<file path="src/hw/scfs_defines.vh">
// constants for the seat clean and fail-safe controller
`ifndef SCFS_DEFINES_VH
`define SCFS_DEFINES_VH

// clock and time base
`define SCFS_CLK_PERIOD_NS 10
`define SCFS_MS_NS 1000000
`define SCFS_MS_CYCLES (`SCFS_MS_NS / `SCFS_CLK_PERIOD_NS)

// times in milliseconds
`define SCFS_REQ_HOLD_MS 16'd500
`define SCFS_EXTRA_MS 16'd1000
`define SCFS_HOLDOFF_MS 16'd2000
`define SCFS_DONE_FB_MS 16'd2000
`define SCFS_FLASH_MS 16'd250

// register byte offsets
`define SCFS_OFF_CFG 8'h00
`define SCFS_OFF_STROKE 8'h04
`define SCFS_OFF_CMD 8'h08
`define SCFS_OFF_STATUS 8'h0C
`define SCFS_OFF_IRQ_STAT 8'h14
`define SCFS_OFF_IRQ_CLR 8'h18
`define SCFS_OFF_IRQ_EN 8'h1C

// cfg fields
`define SCFS_CFG_COILS_LSB 0
`define SCFS_CFG_VAR_LSB 2
`define SCFS_CFG_USL_BIT 4
`define SCFS_CFG_RST 5'h03
`define SCFS_STROKE_RST 16'h03E8

// interface variants
`define SCFS_VAR_DIGITAL 2'h0
`define SCFS_VAR_ASI 2'h1
`define SCFS_VAR_IOLINK 2'h2

// cmd fields
`define SCFS_CMD_PANEL_BIT 0

// interrupt event bits
`define SCFS_IRQ_W 5
`define SCFS_EV_START 0
`define SCFS_EV_DONE 1
`define SCFS_EV_REFUSED 2
`define SCFS_EV_MODE 3
`define SCFS_EV_FAILSAFE 4

// select press count that arms the burst setting, and the count after which it wraps back to one
`define SCFS_SEL_BURST 4'h4
`define SCFS_SEL_MAX 4'h8

`endif

</file>
<file path="src/hw/scfs_sync.v">
// three-stage pin synchroniser with agreement filter
`timescale 1ns/1ns
module scfs_sync #(
  parameter W = 1
) (
  input wire pclk,
  input wire presetn,
  input wire [W-1:0] din,
  output reg [W-1:0] dout
);
  reg [W-1:0] s1_q;
  reg [W-1:0] s2_q;
  reg [W-1:0] s3_q;
  genvar i;

  always @(posedge pclk or negedge presetn) begin
    if (!presetn) begin
      s1_q <= {W{1'b0}};
      s2_q <= {W{1'b0}};
      s3_q <= {W{1'b0}};
    end else begin
      s1_q <= din;
      s2_q <= s1_q;
      s3_q <= s2_q;
    end
  end

  // a change counts only once the last two stages agree
  generate
    for (i = 0; i < W; i = i + 1) begin : g_agree
      always @(posedge pclk or negedge presetn) begin
        if (!presetn) begin
          dout[i] <= 1'b0;
        end else if (s2_q[i] == s3_q[i]) begin
          dout[i] <= s3_q[i];
        end
      end
    end
  endgenerate
endmodule

</file>
<file path="src/hw/scfs_ctrl.v">
// burst seat clean, fail-safe valve state and default feedback controller
//
// The register addresses and the APB register port are this design's own decisions.
`timescale 1ns/1ns
`include "scfs_defines.vh"
module scfs_ctrl #(
  parameter MS_CYCLES = `SCFS_MS_CYCLES
) (
  input wire pclk,
  input wire presetn,
  input wire psel,
  input wire penable,
  input wire pwrite,
  input wire [7:0] paddr,
  input wire [31:0] pwdata,
  output reg [31:0] prdata,
  output reg pready,
  output reg pslverr,
  input wire btn_select,
  input wire btn_enter,
  input wire remote_burst_mode,
  input wire burst_req,
  input wire main_coil_req,
  input wire pos_reached,
  input wire err_valid,
  input wire [5:0] err_code,
  output reg main_coil,
  output reg coil_output_one,
  output reg burst_coil,
  output reg deenergized_closed_feedback,
  output reg feedback_input_zero,
  output reg feedback_input_one,
  output reg valve_state,
  output reg burst_active,
  output reg burst_done_fb,
  output reg burst_done_led,
  output reg led_four_flash,
  output reg irq
);
  localparam ST_IDLE = 2'd0;
  localparam ST_PUSH = 2'd1;
  localparam ST_EXTRA = 2'd2;
  localparam ST_DONE = 2'd3;

  // error codes decide whether the fail-safe output drops
  function fs_drop;
    input [5:0] code;
    input [1:0] variant;
    begin
      case (code)
        6'd16, 6'd19, 6'd20, 6'd21, 6'd22, 6'd31: fs_drop = 1'b1;
        6'd23, 6'd24, 6'd25, 6'd26, 6'd29: fs_drop = (variant != `SCFS_VAR_ASI);
        6'd27: fs_drop = (variant == `SCFS_VAR_DIGITAL);
        6'd30: fs_drop = (variant == `SCFS_VAR_DIGITAL) || (variant == `SCFS_VAR_IOLINK);
        default: fs_drop = 1'b0;
      endcase
    end
  endfunction

  wire [5:0] pins_s;
  wire sel_s = pins_s[0];
  wire ent_s = pins_s[1];
  wire rmode_s = pins_s[2];
  wire req_s = pins_s[3];
  wire mcoil_s = pins_s[4];
  wire pos_s = pins_s[5];

  scfs_sync #(.W(6)) u_sync (
    .pclk(pclk),
    .presetn(presetn),
    .din({pos_reached, main_coil_req, burst_req, remote_burst_mode, btn_enter, btn_select}),
    .dout(pins_s)
  );

  // millisecond enable from the divider
  reg [31:0] div_q;
  reg tick_q;
  always @(posedge pclk or negedge presetn) begin
    if (!presetn) begin
      div_q <= 32'h00000000;
      tick_q <= 1'b0;
    end else if (div_q >= MS_CYCLES - 1) begin
      div_q <= 32'h00000000;
      tick_q <= 1'b1;
    end else begin
      div_q <= div_q + 32'h00000001;
      tick_q <= 1'b0;
    end
  end

  // registers
  reg [4:0] cfg_q;
  reg [15:0] stroke_q;
  reg [`SCFS_IRQ_W-1:0] ist_q;
  reg [`SCFS_IRQ_W-1:0] ien_q;
  wire [1:0] coils = cfg_q[`SCFS_CFG_COILS_LSB+1:`SCFS_CFG_COILS_LSB];
  wire [1:0] variant = cfg_q[`SCFS_CFG_VAR_LSB+1:`SCFS_CFG_VAR_LSB];
  wire usl_present = cfg_q[`SCFS_CFG_USL_BIT];
  wire coils_ok = (coils == 2'd2) || (coils == 2'd3);

  wire wr_en = psel && penable && pready && pwrite;
  wire wr_cfg = wr_en && (paddr == `SCFS_OFF_CFG);
  wire wr_stroke = wr_en && (paddr == `SCFS_OFF_STROKE);
  wire wr_cmd = wr_en && (paddr == `SCFS_OFF_CMD);
  wire wr_clr = wr_en && (paddr == `SCFS_OFF_IRQ_CLR);
  wire wr_ien = wr_en && (paddr == `SCFS_OFF_IRQ_EN);
  wire panel_toggle = wr_cmd && pwdata[`SCFS_CMD_PANEL_BIT];

  // local buttons and remote mode
  reg sel_d1_q;
  reg ent_d1_q;
  reg rmode_d1_q;
  reg [3:0] sel_cnt_q;
  reg burst_en_q;
  wire sel_press = sel_s && !sel_d1_q;
  wire ent_press = ent_s && !ent_d1_q;
  wire rmode_rise = rmode_s && !rmode_d1_q;
  wire rmode_fall = !rmode_s && rmode_d1_q;
  wire locked = rmode_s;
  wire local_toggle = ent_press && (sel_cnt_q == `SCFS_SEL_BURST);
  wire any_toggle = (local_toggle || panel_toggle) && !locked;
  reg burst_en_d;

  always @* begin
    burst_en_d = burst_en_q;
    if (rmode_rise) begin
      burst_en_d = 1'b1;
    end else if (rmode_fall) begin
      burst_en_d = 1'b0;
    end else if (any_toggle) begin
      burst_en_d = !burst_en_q;
    end
  end

  always @(posedge pclk or negedge presetn) begin
    if (!presetn) begin
      sel_d1_q <= 1'b0;
      ent_d1_q <= 1'b0;
      rmode_d1_q <= 1'b0;
      sel_cnt_q <= 4'h0;
      burst_en_q <= 1'b0;
    end else begin
      sel_d1_q <= sel_s;
      ent_d1_q <= ent_s;
      rmode_d1_q <= rmode_s;
      burst_en_q <= burst_en_d;
      if (ent_press) begin
        sel_cnt_q <= 4'h0;
      end else if (sel_press) begin
        sel_cnt_q <= (sel_cnt_q == `SCFS_SEL_MAX) ? 4'h1 : sel_cnt_q + 4'h1;
      end
    end
  end

  wire burst_offered = burst_en_q && coils_ok;

  // request qualification: only a held request counts
  reg [15:0] req_ms_q;
  reg req_used_q;
  wire req_long = req_s && (req_ms_q > `SCFS_REQ_HOLD_MS);
  always @(posedge pclk or negedge presetn) begin
    if (!presetn) begin
      req_ms_q <= 16'h0000;
    end else if (!req_s) begin
      req_ms_q <= 16'h0000;
    end else if (tick_q && !req_long) begin
      req_ms_q <= req_ms_q + 16'h0001;
    end
  end

  // burst sequence
  reg [1:0] st_q;
  reg [15:0] ph_ms_q;
  wire fresh_req = req_long && !req_used_q;
  wire start = fresh_req && (st_q == ST_IDLE) && burst_offered;
  wire refused = fresh_req && (st_q == ST_IDLE) && !burst_offered;
  wire push_end = usl_present ? pos_s : (ph_ms_q >= stroke_q);
  wire extra_end = ph_ms_q >= `SCFS_EXTRA_MS;
  wire done_end = ph_ms_q > `SCFS_HOLDOFF_MS;
  reg ev_done;

  always @(posedge pclk or negedge presetn) begin
    if (!presetn) begin
      req_used_q <= 1'b0;
    end else if (!req_s) begin
      req_used_q <= 1'b0;
    end else if (start || refused) begin
      req_used_q <= 1'b1;
    end
  end

  always @(posedge pclk or negedge presetn) begin
    if (!presetn) begin
      st_q <= ST_IDLE;
      ph_ms_q <= 16'h0000;
      ev_done <= 1'b0;
    end else begin
      ev_done <= 1'b0;
      case (st_q)
        ST_IDLE: begin
          ph_ms_q <= 16'h0000;
          if (start) begin
            st_q <= ST_PUSH;
          end
        end
        ST_PUSH: begin
          if (push_end) begin
            // coil drops here, so the valve returns to its start position
            ph_ms_q <= 16'h0000;
            if (usl_present) begin
              st_q <= ST_DONE;
              ev_done <= 1'b1;
            end else begin
              st_q <= ST_EXTRA;
            end
          end else if (tick_q) begin
            ph_ms_q <= ph_ms_q + 16'h0001;
          end
        end
        ST_EXTRA: begin
          if (extra_end) begin
            ph_ms_q <= 16'h0000;
            st_q <= ST_DONE;
            ev_done <= 1'b1;
          end else if (tick_q) begin
            ph_ms_q <= ph_ms_q + 16'h0001;
          end
        end
        ST_DONE: begin
          if (done_end) begin
            st_q <= ST_IDLE;
          end else if (tick_q) begin
            ph_ms_q <= ph_ms_q + 16'h0001;
          end
        end
        default: begin
          st_q <= ST_IDLE;
          ph_ms_q <= 16'h0000;
        end
      endcase
    end
  end

  // flashing indicator for the armed select position
  reg [15:0] flash_ms_q;
  reg flash_q;
  always @(posedge pclk or negedge presetn) begin
    if (!presetn) begin
      flash_ms_q <= 16'h0000;
      flash_q <= 1'b0;
    end else if (tick_q) begin
      if (flash_ms_q >= `SCFS_FLASH_MS - 16'd1) begin
        flash_ms_q <= 16'h0000;
        flash_q <= !flash_q;
      end else begin
        flash_ms_q <= flash_ms_q + 16'h0001;
      end
    end
  end

  // outputs, all registered
  wire fs_ok = !(err_valid && fs_drop(err_code, variant));
  always @(posedge pclk or negedge presetn) begin
    if (!presetn) begin
      main_coil <= 1'b0;
      coil_output_one <= 1'b0;
      burst_coil <= 1'b0;
      deenergized_closed_feedback <= 1'b1;
      feedback_input_zero <= 1'b1;
      feedback_input_one <= 1'b0;
      valve_state <= 1'b1;
      burst_active <= 1'b0;
      burst_done_fb <= 1'b0;
      burst_done_led <= 1'b0;
      led_four_flash <= 1'b0;
    end else begin
      main_coil <= mcoil_s;
      coil_output_one <= mcoil_s;
      burst_coil <= (st_q == ST_PUSH) && !push_end;
      // one mapping, independent of the interface variant
      deenergized_closed_feedback <= !mcoil_s;
      feedback_input_zero <= !mcoil_s;
      feedback_input_one <= mcoil_s;
      valve_state <= fs_ok;
      burst_active <= (st_q == ST_PUSH) || (st_q == ST_EXTRA);
      burst_done_fb <= (st_q == ST_DONE) && !done_end;
      burst_done_led <= (st_q == ST_DONE) && !done_end;
      led_four_flash <= (sel_cnt_q == `SCFS_SEL_BURST) && flash_q;
    end
  end

  // interrupts: set wins over a clear in the same cycle
  reg fs_ok_d1_q;
  wire [`SCFS_IRQ_W-1:0] ev;
  assign ev[`SCFS_EV_START] = start;
  assign ev[`SCFS_EV_DONE] = ev_done;
  assign ev[`SCFS_EV_REFUSED] = refused;
  assign ev[`SCFS_EV_MODE] = (burst_en_d != burst_en_q);
  assign ev[`SCFS_EV_FAILSAFE] = fs_ok_d1_q && !fs_ok;
  wire [`SCFS_IRQ_W-1:0] clr = wr_clr ? pwdata[`SCFS_IRQ_W-1:0] : {`SCFS_IRQ_W{1'b0}};
  wire [`SCFS_IRQ_W-1:0] ist_d = (ist_q & ~clr) | ev;

  always @(posedge pclk or negedge presetn) begin
    if (!presetn) begin
      ist_q <= {`SCFS_IRQ_W{1'b0}};
      ien_q <= {`SCFS_IRQ_W{1'b0}};
      fs_ok_d1_q <= 1'b1;
      irq <= 1'b0;
    end else begin
      ist_q <= ist_d;
      fs_ok_d1_q <= fs_ok;
      if (wr_ien) begin
        ien_q <= pwdata[`SCFS_IRQ_W-1:0];
      end
      irq <= |(ist_d & (wr_ien ? pwdata[`SCFS_IRQ_W-1:0] : ien_q));
    end
  end

  // apb slave: read data prepared in setup, no wait states
  wire [31:0] status = {10'h000, err_valid, err_code, 5'h00, st_q, 2'h0,
    (st_q == ST_IDLE), valve_state, burst_done_fb, burst_active, locked, burst_offered};
  reg [31:0] rdata_d;
  reg rerr_d;
  always @* begin
    rdata_d = 32'h00000000;
    rerr_d = 1'b0;
    case (paddr)
      `SCFS_OFF_CFG: rdata_d = {27'h0000000, cfg_q};
      `SCFS_OFF_STROKE: rdata_d = {16'h0000, stroke_q};
      `SCFS_OFF_CMD: rdata_d = 32'h00000000;
      `SCFS_OFF_STATUS: rdata_d = status;
      `SCFS_OFF_IRQ_STAT: rdata_d = {27'h0000000, ist_q};
      `SCFS_OFF_IRQ_CLR: rdata_d = 32'h00000000;
      `SCFS_OFF_IRQ_EN: rdata_d = {27'h0000000, ien_q};
      default: rerr_d = 1'b1;
    endcase
  end

  always @(posedge pclk or negedge presetn) begin
    if (!presetn) begin
      prdata <= 32'h00000000;
      pready <= 1'b0;
      pslverr <= 1'b0;
      cfg_q <= `SCFS_CFG_RST;
      stroke_q <= `SCFS_STROKE_RST;
    end else begin
      pready <= psel && !penable;
      if (psel && !penable) begin
        prdata <= pwrite ? 32'h00000000 : rdata_d;
        pslverr <= rerr_d;
      end
      if (wr_cfg) begin
        cfg_q <= pwdata[4:0];
      end
      if (wr_stroke) begin
        stroke_q <= pwdata[15:0];
      end
    end
  end
endmodule

</file>
<file path="config.mk">
export PLATFORM = sky130hd
export DESIGN_NAME = scfs_ctrl
export DESIGN_NICKNAME = d
export VERILOG_FILES = /design/src/hw/scfs_sync.v /design/src/hw/scfs_ctrl.v
export VERILOG_INCLUDE_DIRS = /design/src /design/src/hw
export SDC_FILE = /design/constraint.sdc
export NUM_CORES = 1
export LEC_CHECK = 0
export BUFFER_PORTS_ARGS = -buffer_cell sky130_fd_sc_hd__buf_2
export CORE_ASPECT_RATIO = 0.7
export CORE_MARGIN = 3
export CORE_UTILIZATION = 49
export DETAILED_ROUTE_END_ITERATION = 8
export GPL_TIMING_DRIVEN = 0
export PLACE_DENSITY = 0.69
export SLEW_MARGIN = 20
export SYNTH_ARGS = -nofsm -noshare
export SYNTH_HDL_FRONTEND = slang
export SYNTH_SLANG_ARGS = --single-unit
</file>
<file path="constraint.sdc">
create_clock -name pclk -period 3.85 [get_ports pclk]
set_input_delay 0.77 -clock pclk [delete_from_list [all_inputs] [get_ports pclk]]
set_output_delay 0.77 -clock pclk [all_outputs]
set_load 0.02 [all_outputs]
</file>
==> flow_results.xml <==
<?xml version="1.0" encoding="UTF-8"?>
<metrics>
  <group name="pwr">
    <metric name="ir_worst_vdd" unit="mV">0.317</metric>
    <metric name="power.leakage" unit="nW">4.61</metric>
    <metric name="pwr_density_cell" unit="nW/um^2">416</metric>
  </group>
  <group name="drt">
    <metric name="antenna_violating_nets_post_route" unit="">0</metric>
    <metric name="drt-wirelength-per-cell" unit="um">14.9</metric>
    <metric name="route.detailed.vias_per_inst" unit="">5.25</metric>
    <metric name="drt_first_pass_iters" unit="">5</metric>
    <metric name="dr_total_vias" unit="">6006</metric>
    <metric name="drc" unit="">0</metric>
    <metric name="drt_iter0_markers" unit="">489</metric>
    <metric name="wl" unit="um">17000</metric>
  </group>
  <group name="floorplanning">
    <metric name="dieWidth" unit="um">162</metric>
    <metric name="ios" unit="">104</metric>
    <metric name="die_area" unit="um^2">18600</metric>
    <metric name="die_height" unit="um">115</metric>
    <metric name="placement_rows" unit="">39</metric>
    <metric name="floorplan.core_area" unit="um^2">16400</metric>
    <metric name="initial_utilization" unit="">0.505</metric>
  </group>
  <group name="cts">
    <metric name="post_cts_resized" unit="">0</metric>
    <metric name="count_of_hold_fix_buffers_inserted_at_cts" unit="">0</metric>
    <metric name="cts_setup_buffers" unit="">0</metric>
    <metric name="cts.root.buffer_cell" unit="">sky130_fd_sc_hd__clkbuf_16</metric>
    <metric name="cts_tree" unit="">done</metric>
    <metric name="clock_latency" unit="ps">420</metric>
    <metric name="cts_inserted_buffers" unit="">17</metric>
    <metric name="clk_transition_reported_paths" unit="ps">70</metric>
    <metric name="htreeDepth" unit="">4</metric>
    <metric name="clock_sinks" unit="">181</metric>
    <metric name="cts_max_path_buffers" unit="">2</metric>
  </group>
  <group name="placed_design">
    <metric name="globalplace.congestion" unit="">0.842</metric>
    <metric name="pre_cts_slack" unit="ps">971</metric>
    <metric name="dp_hpwl" unit="um">12100</metric>
    <metric name="place_area" unit="um^2">9110</metric>
    <metric name="port_buffers" unit="">77</metric>
  </group>
  <group name="setup_path">
    <metric name="reg2reg_to" unit="">ph_ms_q[15]</metric>
    <metric name="reg2reg_from" unit="">stroke_q[9]</metric>
    <metric name="reg2reg_slack" unit="ps">1040</metric>
    <metric name="timing.reg2reg.worst_path_depth" unit="">10</metric>
    <metric name="critical_path.top_delay_family" unit="">simple AND/OR/NAND/NOR gates</metric>
    <metric name="cp-start-kind" unit="">flip-flop</metric>
    <metric name="critPathBufInv" unit="">2</metric>
    <metric name="critical_path.slowest_cell" unit="">sky130_fd_sc_hd__dfstp_2</metric>
    <metric name="critical_path_depth" unit="">10</metric>
    <metric name="timing.critical_path.cells" unit="">inv_1 &gt; ha_1 &gt; and4_1 &gt; o211ai_1 &gt; or4_1 &gt; a31oi_2 &gt; and2_4 &gt; buf_6 &gt; or3_4 &gt; o311ai_2</metric>
    <metric name="path_class" unit="">flip-flop to flip-flop</metric>
    <metric name="setup.worst_path.end_class" unit="">flip-flop</metric>
    <metric name="critPathMaxFanout" unit="">7</metric>
    <metric name="critical_path_required" unit="ps">4150</metric>
    <metric name="worstPathArrival" unit="ps">3110</metric>
    <metric name="critical_path.max_stage_delay" unit="ps">540</metric>
  </group>
  <group name="flow_run">
    <metric name="reported_max_cap_violation_count" unit="">0</metric>
  </group>
  <group name="synthesis">
    <metric name="ys_top_cells_by_area" unit="">sky130_fd_sc_hd__dfrtp_1 51%, sky130_fd_sc_hd__ha_1 4.7%, sky130_fd_sc_hd__nand2_1 4.0%</metric>
    <metric name="async_flop_share" unit="">1.00</metric>
    <metric name="synth_simple_gate_area_frac" unit="">0.181</metric>
    <metric name="synthesis.instances" unit="">785</metric>
    <metric name="yosys.area_share.xor_xnor" unit="">0.0316</metric>
    <metric name="main_combinational_cell_family_by_area_after_synthesis" unit="">simple AND/OR/NAND/NOR gates</metric>
    <metric name="synth-compound-area-share" unit="">0.121</metric>
    <metric name="synth.yosys.warnings" unit="">0</metric>
    <metric name="syn_area" unit="um^2">8310</metric>
    <metric name="synth.area.mux_share" unit="">0.0233</metric>
    <metric name="synth-adder-area-share" unit="">0.0539</metric>
    <metric name="dominant_cell_type_by_area_after_synthesis" unit="">sky130_fd_sc_hd__dfrtp_1</metric>
    <metric name="synth_area_per_cell" unit="um^2">10.6</metric>
    <metric name="yosysTopAreaCellShare" unit="">0.515</metric>
    <metric name="synth_cell_type_count" unit="">71</metric>
    <metric name="synthFlopType" unit="">sky130_fd_sc_hd__dfrtp_1</metric>
    <metric name="synth_edf_count" unit="">0</metric>
    <metric name="postSynthRegisterBits" unit="">181</metric>
    <metric name="ys_seq_area_frac" unit="">0.546</metric>
  </group>
  <group name="sta">
    <metric name="slew_viol_final" unit="">0</metric>
    <metric name="timing.max_slew.rel_slack" unit="">0.460</metric>
    <metric name="max_freq" unit="MHz">356</metric>
    <metric name="finalCritPeriodShare" unit="">0.730</metric>
    <metric name="final_number_of_hold_violating_endpoints" unit="">0</metric>
    <metric name="rsz_0062_raised_after_global_routing" unit="">false</metric>
    <metric name="finalSetupViolations" unit="">0</metric>
    <metric name="period_needed" unit="ps">2810</metric>
    <metric name="tightest_slew" unit="ps">803</metric>
    <metric name="fin_skew" unit="ps">7.57</metric>
    <metric name="post_layout_worst_setup_margin" unit="ps">1040</metric>
  </group>
  <group name="layout">
    <metric name="insertedDiodeCount" unit="">0</metric>
    <metric name="finalNetCount" unit="">995</metric>
    <metric name="final_cell_mix" unit="">171 x sky130_fd_sc_hd__dfrtp_1, 89 x sky130_fd_sc_hd__nand2_1, 77 x sky130_fd_sc_hd__buf_2, 62 x sky130_fd_sc_hd__o21ai_0, 61 x sky130_fd_sc_hd__nor2_1</metric>
    <metric name="final_layout_size_suffix_gt1_frac" unit="">0.181</metric>
    <metric name="non_filler_cell_area_final" unit="um^2">9700</metric>
    <metric name="layout.cells.most_common" unit="">sky130_fd_sc_hd__dfrtp_1</metric>
    <metric name="synth_to_final_area_change" unit="%">16.6</metric>
  </group>
  <group name="global_routing">
    <metric name="globalRoute.busiestLayer" unit="">met1</metric>
    <metric name="global_route.overflow_total" unit="">0</metric>
    <metric name="global_router_s_overall_resource_usage" unit="">0.191</metric>
    <metric name="grt_pass1_wl" unit="um">28400</metric>
    <metric name="met3_usage" unit="">0.0393</metric>
    <metric name="global_route.usage.met1" unit="">0.310</metric>
    <metric name="grt_start_max_net_pins" unit="">93</metric>
    <metric name="grtUsageMet2" unit="">0.257</metric>
    <metric name="antenna_found_initial" unit="">0</metric>
    <metric name="first_global_vias" unit="">5602</metric>
  </group>
  <group name="outcome">
    <metric name="status" unit="">finished clean</metric>
  </group>
  <group name="hold_path">
    <metric name="min_path_type" unit="">input pin to asynchronous set/reset pin</metric>
  </group>
</metrics>
[synthesized netlist by cell type (6+ instances only)]
cell and n:
sky130_fd_sc_hd__nand4_1 7, sky130_fd_sc_hd__o21ai_0 62, sky130_fd_sc_hd__nand2_1 89, sky130_fd_sc_hd__a22oi_1 10, sky130_fd_sc_hd__clkbuf_1 17, sky130_fd_sc_hd__dfrtp_1 171, sky130_fd_sc_hd__and3_1 13, sky130_fd_sc_hd__mux2_2 11
sky130_fd_sc_hd__xnor2_1 10, sky130_fd_sc_hd__nand3_1 25, sky130_fd_sc_hd__buf_4 15, sky130_fd_sc_hd__nand2b_1 8, sky130_fd_sc_hd__xor2_1 20, sky130_fd_sc_hd__a22o_1 8, sky130_fd_sc_hd__a31oi_1 8, sky130_fd_sc_hd__or3_1 9
sky130_fd_sc_hd__dfstp_2 10, sky130_fd_sc_hd__ha_1 31, sky130_fd_sc_hd__nor4_1 7, sky130_fd_sc_hd__nor2_1 61, sky130_fd_sc_hd__inv_1 36, sky130_fd_sc_hd__mux2i_1 7, sky130_fd_sc_hd__nor2b_1 8, sky130_fd_sc_hd__nand4b_1 7
sky130_fd_sc_hd__maj3_1 6, sky130_fd_sc_hd__and2_1 18, sky130_fd_sc_hd__a21oi_1 35
[per-stage QoR]
stage / power (mW) / std cells / hold slack [ps] / TNS [ps] / util
floorplan: 2.21 / 809 / 331 / 0 / -
global placement: 2.32 / 1111 / 333 / -144800 / 0.551
detailed placement: 2.33 / 1112 / 336 / 0 / 0.554
CTS: 4.08 / 1144 / 351 / 0 / 0.590
global route: 4.21 / 1144 / 353 / 0 / 0.590
finish: 4.03 / 1144 / 324 / 0 / 0.590
[sequential cells by signal (all words and copies together), names as in the netlist, 2 cells and up]
signal / cells
prdata: 22
u_sync.s1_q: 6
ien_q: 5
sel_cnt_q: 4
flash_ms_q: 16
st_q: 2
div_q: 32
ist_q: 5
ph_ms_q: 16
u_sync.dout: 6
stroke_q: 16
u_sync.s2_q: 6
cfg_q: 5
req_ms_q: 16
u_sync.s3_q: 6
[layout make-up]
type,count,area [um^2]
plain buffers,37,211
clock buffers,19,443
clock inverters,13,146
fillers,1402,6750
inverters,37,139
multi-input cells,554,3510
flip-flops and latches,181,4540
well taps,225,282
repair buffers,78,423
[per-layer routing]
layer / up-vias / part of all wire
met5: - / 0
li1: 2960 / -
met4: 0 / 0.010
met2: 136 / 0.40
met1: 2897 / 0.54
met3: 13 / 0.051
[report_power, final]
group | switching, mW | total [mW] | internal [mW]
Sequential | 0.0623 | 2.04 | 1.98
Combinational | 0.152 | 0.254 | 0.102
Clock | 0.753 | 1.74 | 0.986
[kinds of logic (layout without fill, tap and decap cells)]
| group | after synthesis | count (layout) |
|---|---|---|
| buffers and inverters | 74 | 184 |
| and+or+nand+nor | 286 | 286 |
| xor gates and xnor gates | 30 | 30 |
| DFF | 181 | 181 |
| AOI/OAI and AO/OA | 158 | 158 |
| adders and majority gates | 37 | 37 |
| other | 1 | 25 |
| muxes | 18 | 18 |
[worst max-delay path by stage]
stage                      startpoint           to  slack (ps)
after floorplan           stroke_q[9]  ph_ms_q[15]        1370
after global placement        presetn  ph_ms_q[10]        -860
after detailed placement     paddr[1]          irq         970
after CTS                 stroke_q[9]  ph_ms_q[15]        1060
after global routing      stroke_q[9]  ph_ms_q[15]         930
final                     stroke_q[9]  ph_ms_q[15]        1040
No activity file was read; power rests on OpenSTA's default activity.
